==> src/ptimer_defines.svh <==
// offsets, field positions, reset values and widths of the periodic timer
`ifndef PTIMER_DEFINES_SVH
`define PTIMER_DEFINES_SVH
`define ADDR_W            5
`define OFS_CTRL0_U0      5'h00
`define OFS_CTRL1_U0      5'h01
`define OFS_CNT_L_U0      5'h02
`define OFS_CNT_H_U0      5'h03
`define OFS_CMPA_L_U0     5'h04
`define OFS_CMPA_H_U0     5'h05
`define OFS_CMPB_L_U0     5'h06
`define OFS_CMPB_H_U0     5'h07
`define OFS_PER_L_U0      5'h08
`define OFS_PER_H_U0      5'h09
`define OFS_FLAGS_U0      5'h0A
`define OFS_CTRL0_U1      5'h10
`define OFS_CTRL1_U1      5'h11
`define OFS_CNT_L_U1      5'h12
`define OFS_CNT_H_U1      5'h13
`define OFS_CMPA_L_U1     5'h14
`define OFS_CMPA_H_U1     5'h15
`define OFS_CMPB_L_U1     5'h16
`define OFS_CMPB_H_U1     5'h17
`define OFS_PER_L_U1      5'h18
`define OFS_PER_H_U1      5'h19
`define OFS_FLAGS_U1      5'h1A
`define UNIT_SEL_BIT      4
`define CTRL0_RUN_BIT     3
`define CTRL1_MODE_MSB    7
`define CTRL1_MODE_LSB    6
`define CTRL1_PIN_MSB     5
`define CTRL1_PIN_LSB     4
`define CTRL1_INIT_BIT    3
`define CTRL1_INV_BIT     2
`define CTRL1_CLR_BIT     0
`define FLAG_A_BIT        0
`define FLAG_P_BIT        1
`define REG_RESET         8'h00
`define UNIT0_WIDTH       16
`define UNIT1_WIDTH       10
`endif

==> src/ptimer_pkg.sv <==
// types shared by the periodic timer files
package ptimer_pkg;
	typedef enum logic [1:0] {
		MODE_COMPARE = 2'h0,
		MODE_CAPTURE = 2'h1,
		MODE_PWM     = 2'h2,
		MODE_TIMER   = 2'h3
	} mode_t;
	typedef enum logic [1:0] {
		PIN_NONE   = 2'h0,
		PIN_LOW    = 2'h1,
		PIN_HIGH   = 2'h2,
		PIN_TOGGLE = 2'h3
	} pin_act_t;
	typedef struct packed {
		logic     run;
		mode_t    mode;
		pin_act_t pin_act;
		logic     init_lvl;
		logic     invert;
		logic     clr_sel;
	} unit_cfg_t;
	typedef struct packed {
		logic flag_a;
		logic flag_p;
		logic pin;
	} unit_evt_t;
endpackage

==> src/ptimer_top.sv <==
// two periodic timer units with their byte register file
// Operation
// - mode field 00 selects compare match output mode.
// - clear-select low: period match or zero-period overflow clears; A and P flags.
// - clear-select high: compare A match clears; only A flag raised.
// - compare A zero never matches; counter wraps at maximum, no A flag.
// - compare mode pin changes only on compare A match or run rising, never on period.
// - pin action sets high, low, toggles, or does nothing on A match.
// - run bit rising loads pin with the initial level bit.
// - mode 11 counts and flags like compare mode but leaves pin unused.
// - PWM mode ignores clear-select; period sets frequency, A sets duty.
// - PWM mode raises separate A and period match flags.
// - PWM initial level bit picks active level; action passes, forces or holds pin.
// - invert bit inverts the output waveform.
// - unit 0 holds 16-bit A, B, period split in readable bytes.
// - unit 1 holds 10-bit values; high byte bits 7..2 read zero.
// - counter clears on overflow, A match or period match per settings.
// - run rising zeroes counter; run falling freezes its value.
// - PWM period match clears counter; compare A sets duty.
// - duty at or above period keeps PWM output active.
//
// Our own choices: the placing of the registers and the address-and-strobe port.
`timescale 1ns/1ps
`include "ptimer_defines.svh"
module ptimer_top #(
	parameter int W0 = `UNIT0_WIDTH,
	parameter int W1 = `UNIT1_WIDTH
) (
	// clock and reset
	input  wire logic               core_clk_in,
	input  wire logic               arst_n_in,
	// register port
	input  wire logic [`ADDR_W-1:0] reg_addr_in,
	input  wire logic [7:0]         reg_wdata_in,
	input  wire logic               reg_wr_in,
	input  wire logic               reg_rd_in,
	output logic [7:0]              reg_rdata_out,
	// timer pins
	output logic                    pin0_out,
	output logic                    pin1_out
);
	typedef logic [7:0] byte_t;
	byte_t ctrl0_ff [2];
	byte_t ctrl1_ff [2];
	byte_t nxt_ctrl0 [2];
	byte_t nxt_ctrl1 [2];
	logic [15:0] cmpa_ff [2];
	logic [15:0] cmpb_ff [2];
	logic [15:0] per_ff [2];
	logic [15:0] nxt_cmpa [2];
	logic [15:0] nxt_cmpb [2];
	logic [15:0] nxt_per [2];
	logic [1:0]  flags_ff [2];
	logic [1:0]  nxt_flags [2];
	logic [15:0] mask [2];
	logic [15:0] cnt [2];
	logic [W0-1:0] cnt0;
	logic [W1-1:0] cnt1;
	ptimer_pkg::unit_cfg_t cfg [2];
	ptimer_pkg::unit_evt_t evt0;
	ptimer_pkg::unit_evt_t evt1;
	logic [1:0]  evt_fl [2];
	byte_t       nxt_rdata;
	logic        u;
	logic [3:0]  sub;

	assign mask[0] = 16'hFFFF;
	assign mask[1] = 16'h03FF;
	assign cnt[0]  = cnt0;
	assign cnt[1]  = {6'h00, cnt1};
	assign evt_fl[0] = {evt0.flag_p, evt0.flag_a};
	assign evt_fl[1] = {evt1.flag_p, evt1.flag_a};

	always_comb begin
		for (int i = 0; i < 2; i++) begin
			cfg[i].run      = ctrl0_ff[i][`CTRL0_RUN_BIT];
			cfg[i].mode     = ptimer_pkg::mode_t'(ctrl1_ff[i][`CTRL1_MODE_MSB:`CTRL1_MODE_LSB]);
			cfg[i].pin_act  = ptimer_pkg::pin_act_t'(ctrl1_ff[i][`CTRL1_PIN_MSB:`CTRL1_PIN_LSB]);
			cfg[i].init_lvl = ctrl1_ff[i][`CTRL1_INIT_BIT];
			cfg[i].invert   = ctrl1_ff[i][`CTRL1_INV_BIT];
			cfg[i].clr_sel  = ctrl1_ff[i][`CTRL1_CLR_BIT];
		end
	end

	ptimer_unit #(.W(W0)) u_unit0 (
		.core_clk_in (core_clk_in),
		.arst_n_in   (arst_n_in),
		.cfg_in      (cfg[0]),
		.cmp_a_in    (cmpa_ff[0][W0-1:0]),
		.per_in      (per_ff[0][W0-1:0]),
		.count_out   (cnt0),
		.evt_out     (evt0)
	);

	ptimer_unit #(.W(W1)) u_unit1 (
		.core_clk_in (core_clk_in),
		.arst_n_in   (arst_n_in),
		.cfg_in      (cfg[1]),
		.cmp_a_in    (cmpa_ff[1][W1-1:0]),
		.per_in      (per_ff[1][W1-1:0]),
		.count_out   (cnt1),
		.evt_out     (evt1)
	);

	// register writes; hardware flag set wins over a software clear
	always_comb begin
		u   = reg_addr_in[`UNIT_SEL_BIT];
		sub = reg_addr_in[3:0];
		for (int i = 0; i < 2; i++) begin
			nxt_ctrl0[i] = ctrl0_ff[i];
			nxt_ctrl1[i] = ctrl1_ff[i];
			nxt_cmpa[i]  = cmpa_ff[i];
			nxt_cmpb[i]  = cmpb_ff[i];
			nxt_per[i]   = per_ff[i];
			nxt_flags[i] = flags_ff[i];
			if (reg_wr_in && (u == i[0])) begin
				unique case ({1'b0, sub})
					`OFS_CTRL0_U0:  nxt_ctrl0[i] = reg_wdata_in & 8'h08;
					`OFS_CTRL1_U0:  nxt_ctrl1[i] = reg_wdata_in;
					`OFS_CMPA_L_U0: nxt_cmpa[i][7:0] = reg_wdata_in;
					`OFS_CMPA_H_U0: nxt_cmpa[i][15:8] = reg_wdata_in & mask[i][15:8];
					`OFS_CMPB_L_U0: nxt_cmpb[i][7:0] = reg_wdata_in;
					`OFS_CMPB_H_U0: nxt_cmpb[i][15:8] = reg_wdata_in & mask[i][15:8];
					`OFS_PER_L_U0:  nxt_per[i][7:0] = reg_wdata_in;
					`OFS_PER_H_U0:  nxt_per[i][15:8] = reg_wdata_in & mask[i][15:8];
					`OFS_FLAGS_U0:  nxt_flags[i] = flags_ff[i] & ~reg_wdata_in[1:0];
					default: ;
				endcase
			end
			nxt_flags[i] = nxt_flags[i] | evt_fl[i];
		end
		nxt_rdata = 8'h00;
		if (reg_rd_in) begin
			unique case ({1'b0, sub})
				`OFS_CTRL0_U0:  nxt_rdata = ctrl0_ff[u];
				`OFS_CTRL1_U0:  nxt_rdata = ctrl1_ff[u];
				`OFS_CNT_L_U0:  nxt_rdata = cnt[u][7:0];
				`OFS_CNT_H_U0:  nxt_rdata = cnt[u][15:8];
				`OFS_CMPA_L_U0: nxt_rdata = cmpa_ff[u][7:0];
				`OFS_CMPA_H_U0: nxt_rdata = cmpa_ff[u][15:8];
				`OFS_CMPB_L_U0: nxt_rdata = cmpb_ff[u][7:0];
				`OFS_CMPB_H_U0: nxt_rdata = cmpb_ff[u][15:8];
				`OFS_PER_L_U0:  nxt_rdata = per_ff[u][7:0];
				`OFS_PER_H_U0:  nxt_rdata = per_ff[u][15:8];
				`OFS_FLAGS_U0:  nxt_rdata = {6'h00, flags_ff[u]};
				default:        nxt_rdata = 8'h00;
			endcase
		end
	end

	always_ff @(posedge core_clk_in or negedge arst_n_in) begin
		if (!arst_n_in) begin
			for (int i = 0; i < 2; i++) begin
				ctrl0_ff[i] <= `REG_RESET;
				ctrl1_ff[i] <= `REG_RESET;
				cmpa_ff[i]  <= 16'h0000;
				cmpb_ff[i]  <= 16'h0000;
				per_ff[i]   <= 16'h0000;
				flags_ff[i] <= 2'h0;
			end
			reg_rdata_out <= 8'h00;
			pin0_out      <= 1'b0;
			pin1_out      <= 1'b0;
		end else begin
			for (int i = 0; i < 2; i++) begin
				ctrl0_ff[i] <= nxt_ctrl0[i];
				ctrl1_ff[i] <= nxt_ctrl1[i];
				cmpa_ff[i]  <= nxt_cmpa[i];
				cmpb_ff[i]  <= nxt_cmpb[i];
				per_ff[i]   <= nxt_per[i];
				flags_ff[i] <= nxt_flags[i];
			end
			reg_rdata_out <= nxt_rdata;
			// one more stage keeps outputs on flip-flops
			pin0_out      <= evt0.pin;
			pin1_out      <= evt1.pin;
		end
	end
endmodule

==> src/ptimer_unit.sv <==
// one timer unit: counter, comparators, match flags and output pin
`timescale 1ns/1ps
`include "ptimer_defines.svh"
module ptimer_unit #(
	parameter int W = 16
) (
	// clock and reset
	input  wire logic                  core_clk_in,
	input  wire logic                  arst_n_in,
	// configuration
	input  wire ptimer_pkg::unit_cfg_t cfg_in,
	input  wire logic [W-1:0]          cmp_a_in,
	input  wire logic [W-1:0]          per_in,
	// state
	output logic [W-1:0]               count_out,
	output ptimer_pkg::unit_evt_t      evt_out
);
	logic [W-1:0] cnt_ff;
	logic [W-1:0] nxt_cnt;
	logic         run_d_ff;
	logic         pin_ff;
	logic         nxt_pin;
	logic         pwm_ff;
	logic         nxt_pwm;
	logic         hit_a;
	logic         hit_p;
	logic         wrap;
	logic         clr;
	logic         fa;
	logic         fp;
	logic         pwm_mode;
	logic         rise;
	logic         act;
	logic [W-1:0] cnt_inc;

	always_comb begin
		cnt_inc  = cnt_ff + 1'b1;
		pwm_mode = (cfg_in.mode == ptimer_pkg::MODE_PWM);
		rise     = cfg_in.run & ~run_d_ff;
		hit_a    = cfg_in.run & (cmp_a_in != '0) & (cnt_inc == cmp_a_in);
		hit_p    = cfg_in.run & (per_in != '0) & (cnt_inc == per_in);
		wrap     = cfg_in.run & (per_in == '0) & (cnt_ff == '1);
		fa = 1'b0;
		fp = 1'b0;
		clr = 1'b0;
		if (pwm_mode || !cfg_in.clr_sel) begin
			// period match or full-range wrap when period is zero
			clr = hit_p | wrap;
			fa  = hit_a;
			fp  = hit_p;
		end else begin
			// zero compare A never matches, so the counter rolls over at max
			clr = hit_a | (cfg_in.run & (cmp_a_in == '0) & (cnt_ff == '1));
			fa  = hit_a;
		end
		nxt_cnt = cnt_ff;
		if (rise) begin
			nxt_cnt = '0;
		end else if (cfg_in.run) begin
			nxt_cnt = clr ? '0 : cnt_inc;
		end
		// pwm active from counter zero until duty match; duty >= period stays active
		nxt_pwm = pwm_ff;
		if (rise || clr) begin
			nxt_pwm = 1'b1;
		end else if (hit_a && ((cmp_a_in < per_in) || (per_in == '0))) begin
			nxt_pwm = 1'b0;
		end
		act = cfg_in.init_lvl ? nxt_pwm : ~nxt_pwm;
		nxt_pin = pin_ff;
		if (rise) begin
			nxt_pin = cfg_in.init_lvl;
		end else if (pwm_mode) begin
			unique case (cfg_in.pin_act)
				ptimer_pkg::PIN_NONE:   nxt_pin = ~cfg_in.init_lvl;
				ptimer_pkg::PIN_LOW:    nxt_pin = cfg_in.init_lvl;
				ptimer_pkg::PIN_HIGH:   nxt_pin = act;
				ptimer_pkg::PIN_TOGGLE: nxt_pin = pin_ff;
			endcase
		end else if (cfg_in.mode == ptimer_pkg::MODE_COMPARE && fa) begin
			unique case (cfg_in.pin_act)
				ptimer_pkg::PIN_NONE:   nxt_pin = pin_ff;
				ptimer_pkg::PIN_LOW:    nxt_pin = 1'b0;
				ptimer_pkg::PIN_HIGH:   nxt_pin = 1'b1;
				ptimer_pkg::PIN_TOGGLE: nxt_pin = ~pin_ff;
			endcase
		end
	end

	always_ff @(posedge core_clk_in or negedge arst_n_in) begin
		if (!arst_n_in) begin
			cnt_ff   <= '0;
			run_d_ff <= 1'b0;
			pin_ff   <= 1'b0;
			pwm_ff   <= 1'b0;
			evt_out  <= '0;
		end else begin
			cnt_ff         <= nxt_cnt;
			run_d_ff       <= cfg_in.run;
			pin_ff         <= nxt_pin;
			pwm_ff         <= nxt_pwm;
			evt_out.flag_a <= fa;
			evt_out.flag_p <= fp;
			// timer/counter mode leaves the pin at rest; invert only outside it
			evt_out.pin    <= (cfg_in.mode == ptimer_pkg::MODE_TIMER) ? 1'b0 :
				(nxt_pin ^ cfg_in.invert);
		end
	end

	assign count_out = cnt_ff;
endmodule

==> config.mk <==
export PLATFORM = sky130hd
export DESIGN_NAME = ptimer_top
export DESIGN_NICKNAME = d
export VERILOG_FILES = /design/src/ptimer_pkg.sv /design/src/ptimer_top.sv /design/src/ptimer_unit.sv
export VERILOG_INCLUDE_DIRS = /design/src /design/src/src
export SDC_FILE = /design/constraint.sdc
export NUM_CORES = 1
export LEC_CHECK = 0
export BUFFER_PORTS_ARGS = -buffer_cell sky130_fd_sc_hd__buf_4
export CORE_ASPECT_RATIO = 1.4
export CORE_UTILIZATION = 66
export CTS_BUF_LIST = sky130_fd_sc_hd__clkbuf_8
export DETAILED_ROUTE_END_ITERATION = 10
export HOLD_SLACK_MARGIN = 0.06
export PLACE_DENSITY_LB_ADDON = 0.2
export SLEW_MARGIN = 5
export SYNTH_ARGS = -nofsm -noshare
export SYNTH_HDL_FRONTEND = slang
export SYNTH_HIERARCHICAL = 1
export SYNTH_SLANG_ARGS = --single-unit
==> constraint.sdc <==
create_clock -name core_clk_in -period 4.2 [get_ports core_clk_in]
set_clock_uncertainty 0.2 [all_clocks]
set_input_delay 0.42 -clock core_clk_in [delete_from_list [all_inputs] [get_ports core_clk_in]]
set_output_delay 0.42 -clock core_clk_in [all_outputs]
set_load 0.005 [all_outputs]
==> impl_metrics.yaml, run 1 <==
run_status:
  status: "finished, final reports clean"
setup_path:
  critPathArrivalTime_ns: 4.18
  cp.required_ns: 4.40
  crit_path_end_kind: "flop"
  crit_fanout: 7
  worst_setup_path_start_kind: "flop"
  critPathKind: "reg2reg"
grt:
  grt_overflow: 0
  antenna_found_initial: 0
  grt_max_degree: 102
  grt_usage_pct: 44.0
  grt_pass1_wl_um: 51300
  grt_pass1_vias: 8567
timing:
  tightestPinTransition_ns: 1.04
  clock.fmax_ghz: 0.251
  relSlewSlack_pct: 30.2
  hold_viol_final: 0
  grt_setup_unrepaired: "no"
  setup_ws_ns: 0.222
  whs_ns: 0.107
  min_period_ns: 3.98
  fin_setup_tns_ns: 0
  slew_violations: 0
  setup_viol_count_final: 0
  post-route-period-util_pct: 94.7
hold_path:
  hold_class: "in2reg"
route:
  avgViaCountPerCell: 7.08
  dr_total_vias: 8834
  wl_um: 33900
  ant_nets: 0
  drt_iter0_drc: 1144
  drt-wirelength-per-cell_um: 27.2
  drcViolationCount: 0
  first_pass_iters: 6
place:
  post-place-ws_ns: 0.309
  placedCellCount: 1214
  dp_hpwl_um: 24400
  place.gp.congestion: 1.02
  port-buffer-count: 26
  place_area_um2: 10700
clock_tree:
  cts_buffer_depth: 2
  cts_tree: "done"
  cts_setup_buffers: 0
  cts-root-buf: "clkbuf_8"
  clk_latency_ns: 0.48
  cts-buffers-inserted: 17
  h-tree-depth: 4
  clock-sinks: 148
  path_clk_slew_ns: 0.09
pwr:
  cellPowerDensity_nw_per_um2: 432
  leakage_uw: 0.00481
  ir_drop_mv: 0.280
layout:
  diodes: 0
  instances_no_fill: 1247
  drive_above_1_share_pct: 22.6
  nFillCells: 1125
  final_common_cell: "dfrtp_1"
  mostFrequentLayoutCells: "148 x dfrtp_1, 80 x mux2_2, 61 x buf_4"
  area_growth_pct: 7.11
  finalInstanceArea_um2: 11000
  final_nets: 1085
synthesis:
  synth_seq_cells: 148
  syn_area_um2: 10300
  synth_cell_types: 92
  ys_async_sr_fraction_pct: 100
  synthCells: 1026
  ys_warn_count: 6
  syn-num-nets: 1069
  synth_ff_type: "dfrtp_1"
  avgSynthCellArea_um2: 10.1
  yosysSeqAreaShare_pct: 35.9
  synth_edf_count: 0
floorplanning:
  die_h_um: 150
  start_util_pct: 68.2
  die_width_um: 108
  dieArea_um2: 16100
  fp.coreArea_um2: 15100
  pin_count: 27
  core.rowCount: 53
flow_run:
  drv_cap: 0
-- power by group --
part | switching, µW | internal, µW
clock network | 638 | 452
logic | 875 | 747
registers | 379 | 1680
total | 1890 | 2880
-- final timing paths --
kind,from,end,slack (ns),depth (start not counted)
worst max-delay path,u_unit0/count_out[0],u_unit0/evt_out[0],0.22,11
worst min register to register,u_unit0/evt_out[0],pin0_out,0.16,0
worst max register to register,u_unit0/count_out[0],u_unit0/evt_out[0],0.22,11
worst min-delay path,reg_wr_in,flags_ff[0],0.11,3
min in group asynchronous,arst_n_in,cfg[3],0.42,2
max in group asynchronous,arst_n_in,u_unit1/count_out[0],2.44,3
-- kinds of logic after synthesis --
family	synth area share (%)
flops	35.9
compound gates	14.8
simple gates	18.6
fa+ha+maj	3.15
mux	18.1
buf+inv	5.22
xor+xnor	4.23
-- timing repair --
item                                   CTS  global route
endpoints found under the hold margin   99             0
hold buffers                             1             0
gates resized for setup                  0             0
-- layer usage --
layer / track usage [%] / vias up / part of all wire (%)
met5: 0 / - / 0
met4: 34.7 / 0 / 8.8
met3: 9.84 / 178 / 7.7
met2: 69.8 / 514 / 47
met1: 51.1 / 4241 / 37
li1: - / 3901 / -
-- flip-flops by register name, indices dropped and copies added (netlist names), 2 cells and up --
signal	flops
cmpb_ff	26
per_ff	26
u_unit1/count_out	10
u_unit0/evt_out	3
reg_rdata_out	8
flags_ff	4
ctrl1_ff	2
u_unit1/evt_out	3
cfg	16
cmpa_ff	26
u_unit0/count_out	16
-- synth_stat cells, types with 4 or more instances --
library cell / number / area [µm²]
o31ai_1: 12 / 90.1
and3_1: 9 / 56.3
and2_1: 6 / 37.5
nand2_1: 48 / 180
buf_2: 22 / 110
a31oi_1: 12 / 75.1
o22ai_1: 18 / 113
nor4_1: 18 / 113
nand4_1: 27 / 169
a21oi_1: 19 / 95.1
dfrtp_1: 148 / 3700
o21a_1: 4 / 30.0
a21o_1: 18 / 135
o21ai_0: 54 / 270
inv_1: 42 / 158
xnor2_1: 32 / 280
nor3b_1: 9 / 67.6
nand3_1: 24 / 120
o211ai_1: 5 / 37.5
o41ai_1: 7 / 61.3
or3_1: 7 / 43.8
buf_6: 8 / 90.1
and3b_1: 9 / 78.8
nor3_1: 24 / 120
o2111ai_1: 8 / 70.1
ha_1: 26 / 325
and4_1: 7 / 61.3
xor2_1: 16 / 140
mux2_4: 25 / 375
mux2_2: 80 / 901
a2111oi_0: 11 / 96.3
clkbuf_1: 24 / 90.1
nor2_4: 4 / 45.0
nor2b_1: 16 / 100
or4_1: 7 / 52.6
or4b_1: 4 / 40.0
mux2i_1: 59 / 591
nand3b_1: 4 / 30.0
nor2_1: 43 / 161
buf_4: 12 / 90.1
nand2b_1: 11 / 68.8
-- worst max-delay path, cell delays in order, from the launching register on --
cell,delay (ns)
dfrtp_1,0.51
ha_1,0.24
nand4_1,0.32
nor2_2,0.34
o2111a_1,0.27
o2111ai_1,0.10
or4_4,0.56
o31a_1,0.27
nor4_2,0.41
mux2_4,0.35
and3_1,0.16
nor3_2,0.15
-- area by class of cell --
class | count | area, µm² | area share, %
inverter | 42 | 158 | 1.43
tap | 192 | 240 | 2.17
clock buffer | 18 | 248 | 2.24
sequential | 148 | 3700 | 33.5
multi-input combinational | 770 | 6080 | 55.0
clock inverter | 14 | 140 | 1.27
timing repair buffer | 63 | 479 | 4.34
-- stage by stage --
step           utilization, %  power (µW)
2_1_floorplan               -        3060
3_3_place_gp             70.4        3580
3_5_place_dp             70.4        3620
4_1_cts                  73.1        4710
5_1_grt                  73.1        4980
6_report                 73.1        4770
No activity file was read; power rests on OpenSTA's default activity.
==> run 2, diff against run 1 <==
--- a/config.mk
+++ b/config.mk
@@ -6,9 +6,10 @@
 export SDC_FILE = /design/constraint.sdc
 export NUM_CORES = 1
 export LEC_CHECK = 0
+export ABC_AREA = 1
 export BUFFER_PORTS_ARGS = -buffer_cell sky130_fd_sc_hd__buf_4
 export CORE_ASPECT_RATIO = 1.4
-export CORE_UTILIZATION = 66
+export CORE_UTILIZATION = 65
 export CTS_BUF_LIST = sky130_fd_sc_hd__clkbuf_8
 export DETAILED_ROUTE_END_ITERATION = 10
 export HOLD_SLACK_MARGIN = 0.06
==> run 2 against run 1 <==
- cell count is 37% higher
- first-iteration DRC count shrank 14%
- largest power group unchanged
- sequential cell count unchanged
- area after synthesis decreased by 3.2%
- via count grew 15%
- sequential share of layout area up 1.4 points
- count of clock-buffer cells in the layout down 1
- sequential power down 2%
- non-clock buffer count fell by 31
- critical path depth increased by 5
- critical endpoint is now u_unit0/count_out[2]
- core utilization decreased by 2.3 points
==> impl_metrics.yaml, run 2 <==
timing:
  min_period_ns: 3.37
  fin_setup_tns_ns: 0
  post-route-period-util_pct: 80.2
  tightestPinTransition_ns: 0.963
  whs_ns: 0.0767
  hold_viol_final: 0
  slew_violations: 0
  grt_setup_unrepaired: "no"
  setup_viol_count_final: 0
  relSlewSlack_pct: 35.7
  setup_ws_ns: 0.833
  clock.fmax_ghz: 0.297
clock_tree:
  path_clk_slew_ns: 0.09
  cts_setup_buffers: 0
  cts-buffers-inserted: 17
  clock-sinks: 148
  cts-root-buf: "clkbuf_8"
  cts_tree: "done"
  cts_buffer_depth: 2
  h-tree-depth: 4
  clk_latency_ns: 0.47
route:
  first_pass_iters: 6
  dr_total_vias: 10100
  drcViolationCount: 0
  drt-wirelength-per-cell_um: 18.9
  drt_iter0_drc: 980
  avgViaCountPerCell: 5.92
  wl_um: 32300
  ant_nets: 0
grt:
  grt_pass1_vias: 9217
  grt_overflow: 0
  grt_usage_pct: 41.8
  grt_pass1_wl_um: 49300
  grt_max_degree: 78
  antenna_found_initial: 0
setup_path:
  worst_setup_path_start_kind: "flop"
  crit_end: "u_unit0/count_out[2]"
  critPathKind: "reg2reg"
  crit_fanout: 15
  rr_startpoint: "u_unit0/count_out[0]"
  cp-startpoint: "u_unit0/count_out[0]"
  worstRegToRegCells: 16
  r2r_end: "u_unit0/count_out[2]"
  r2r_setup_slack_ns: 0.83
  cp.required_ns: 4.31
  critPathArrivalTime_ns: 3.48
  crit_path_end_kind: "flop"
synthesis:
  synthCells: 1498
  synth_top_cell_area_share_pct: 37.1
  synth_cell_types: 40
  syn_area_um2: 9980
  synthTopCellsByCount: "598 x nand2_1, 161 x inv_1, 148 x dfrtp_1"
  yosysMostFrequentCell: "nand2_1"
  avgSynthCellArea_um2: 6.67
  ys_warn_count: 6
  syn-num-nets: 1541
  synthTopCellsByArea: "dfrtp_1 37%, nand2_1 22%, inv_1 6.1%, nand3_1 6.0%, nor2_1 4.6%"
  synth_seq_cells: 148
  synth_ff_type: "dfrtp_1"
  yosysSeqAreaShare_pct: 37.1
  yosys.area.top_type: "dfrtp_1"
  ys_async_sr_fraction_pct: 100
  synth_edf_count: 0
floorplanning:
  fp.coreArea_um2: 15000
  dieArea_um2: 15900
  die_width_um: 107
  pin_count: 27
  start_util_pct: 66.6
  die_h_um: 149
  core.rowCount: 53
layout:
  diodes: 0
  final_common_cell: "nand2_1"
  area_growth_pct: 6.19
  instances_no_fill: 1712
  final_nets: 1550
  drive_above_1_share_pct: 8.88
  finalInstanceArea_um2: 10600
  nFillCells: 1327
  top_regs: "cmpa_ff: 26 flops, cmpb_ff: 26 flops, per_ff: 26 flops"
  mostFrequentLayoutCells: "598 x nand2_1, 161 x inv_1, 148 x dfrtp_1"
place:
  post-place-ws_ns: 0.987
  place.gp.congestion: 1.10
  dp_hpwl_um: 23900
  placedCellCount: 1678
  port-buffer-count: 26
  place_area_um2: 10200
pwr:
  cellPowerDensity_nw_per_um2: 437
  leakage_uw: 0.00570
  ir_drop_mv: 0.369
hold_path:
  hold_class: "in2reg"
flow_run:
  drv_cap: 0
run_status:
  status: "finished, final reports clean"
-- run 2: worst min-delay path by stage --
stage / from / to / slack, ns / cells after the start
after CTS: reg_wdata_in[0] / flags_ff[0] / 0.08 / 3
after detailed placement: u_unit1/evt_out[0] / pin1_out / 0.14 / 0
after global routing: reg_wdata_in[1] / flags_ff[3] / 0.09 / 3
final: reg_wdata_in[0] / flags_ff[0] / 0.08 / 3
after global placement: u_unit0/evt_out[0] / pin0_out / 0.13 / 0
after floorplan: arst_n_in / cfg[0] / -0.08 / 0
-- run 2: timing repair --
item / 4_1_cts / 5_1_grt
hold buffers: 2 / 0
endpoints found under the hold margin: 76 / 0
resized for setup: 0 / 0
-- run 2: where the power goes --
part	internal [µW]	total [µW]	switching [µW]
combinational	523	1460	933
clock	542	1160	616
sequential	1680	2020	338
total	2750	4630	1890
-- run 2: cell families after synthesis --
family          synth area share (%)
compound gates                  9.12
fa+ha+maj                       3.26
simple gates                    40.8
buf+inv                         9.19
xor+xnor                       0.526
flops                           37.1
-- run 2: cell type report --
class | count | area (µm²) | share of cell area (%)
Clock inverter | 15 | 166 | 1.57
Sequential cell | 148 | 3700 | 34.9
Inverter | 172 | 646 | 6.09
Clock buffer | 17 | 234 | 2.21
Multi-Input combinational cell | 1136 | 5360 | 50.6
Timing Repair Buffer | 32 | 249 | 2.35
Tap cell | 192 | 240 | 2.27
-- run 2: per-stage QoR --
| step | util [%] | power, µW |
|---|---|---|
| 2_1_floorplan | - | 2970 |
| 3_3_place_gp | 67.9 | 3400 |
| 3_5_place_dp | 67.9 | 3440 |
| 4_1_cts | 70.7 | 4580 |
| 5_1_grt | 70.7 | 4880 |
| 6_report | 70.7 | 4630 |
-- run 2: layer usage --
metal | up-vias | track usage (%) | routed length (µm)
li1 | 4771 | - | -
met1 | 4665 | 48.4 | 11600
met2 | 551 | 69.4 | 15600
met3 | 148 | 7.41 | 2660
met4 | 0 | 30.1 | 2360
met5 | - | 0 | 0
-- run 2: critical path, stage by stage (launching register included) --
cell and delay (ns):
dfrtp_1 0.45, ha_1 0.24, nand3_1 0.13, nor2_1 0.27, nand3_1 0.15, nand2_1 0.08, nand2_1 0.09, nand2_1 0.09
nand2_1 0.06, nor2_1 0.11, nand2_1 0.10, nor2_1 0.20, nand2_1 0.14, nand2_1 0.10, nand2_2 0.08, nand2_1 0.52
o22ai_1 0.17
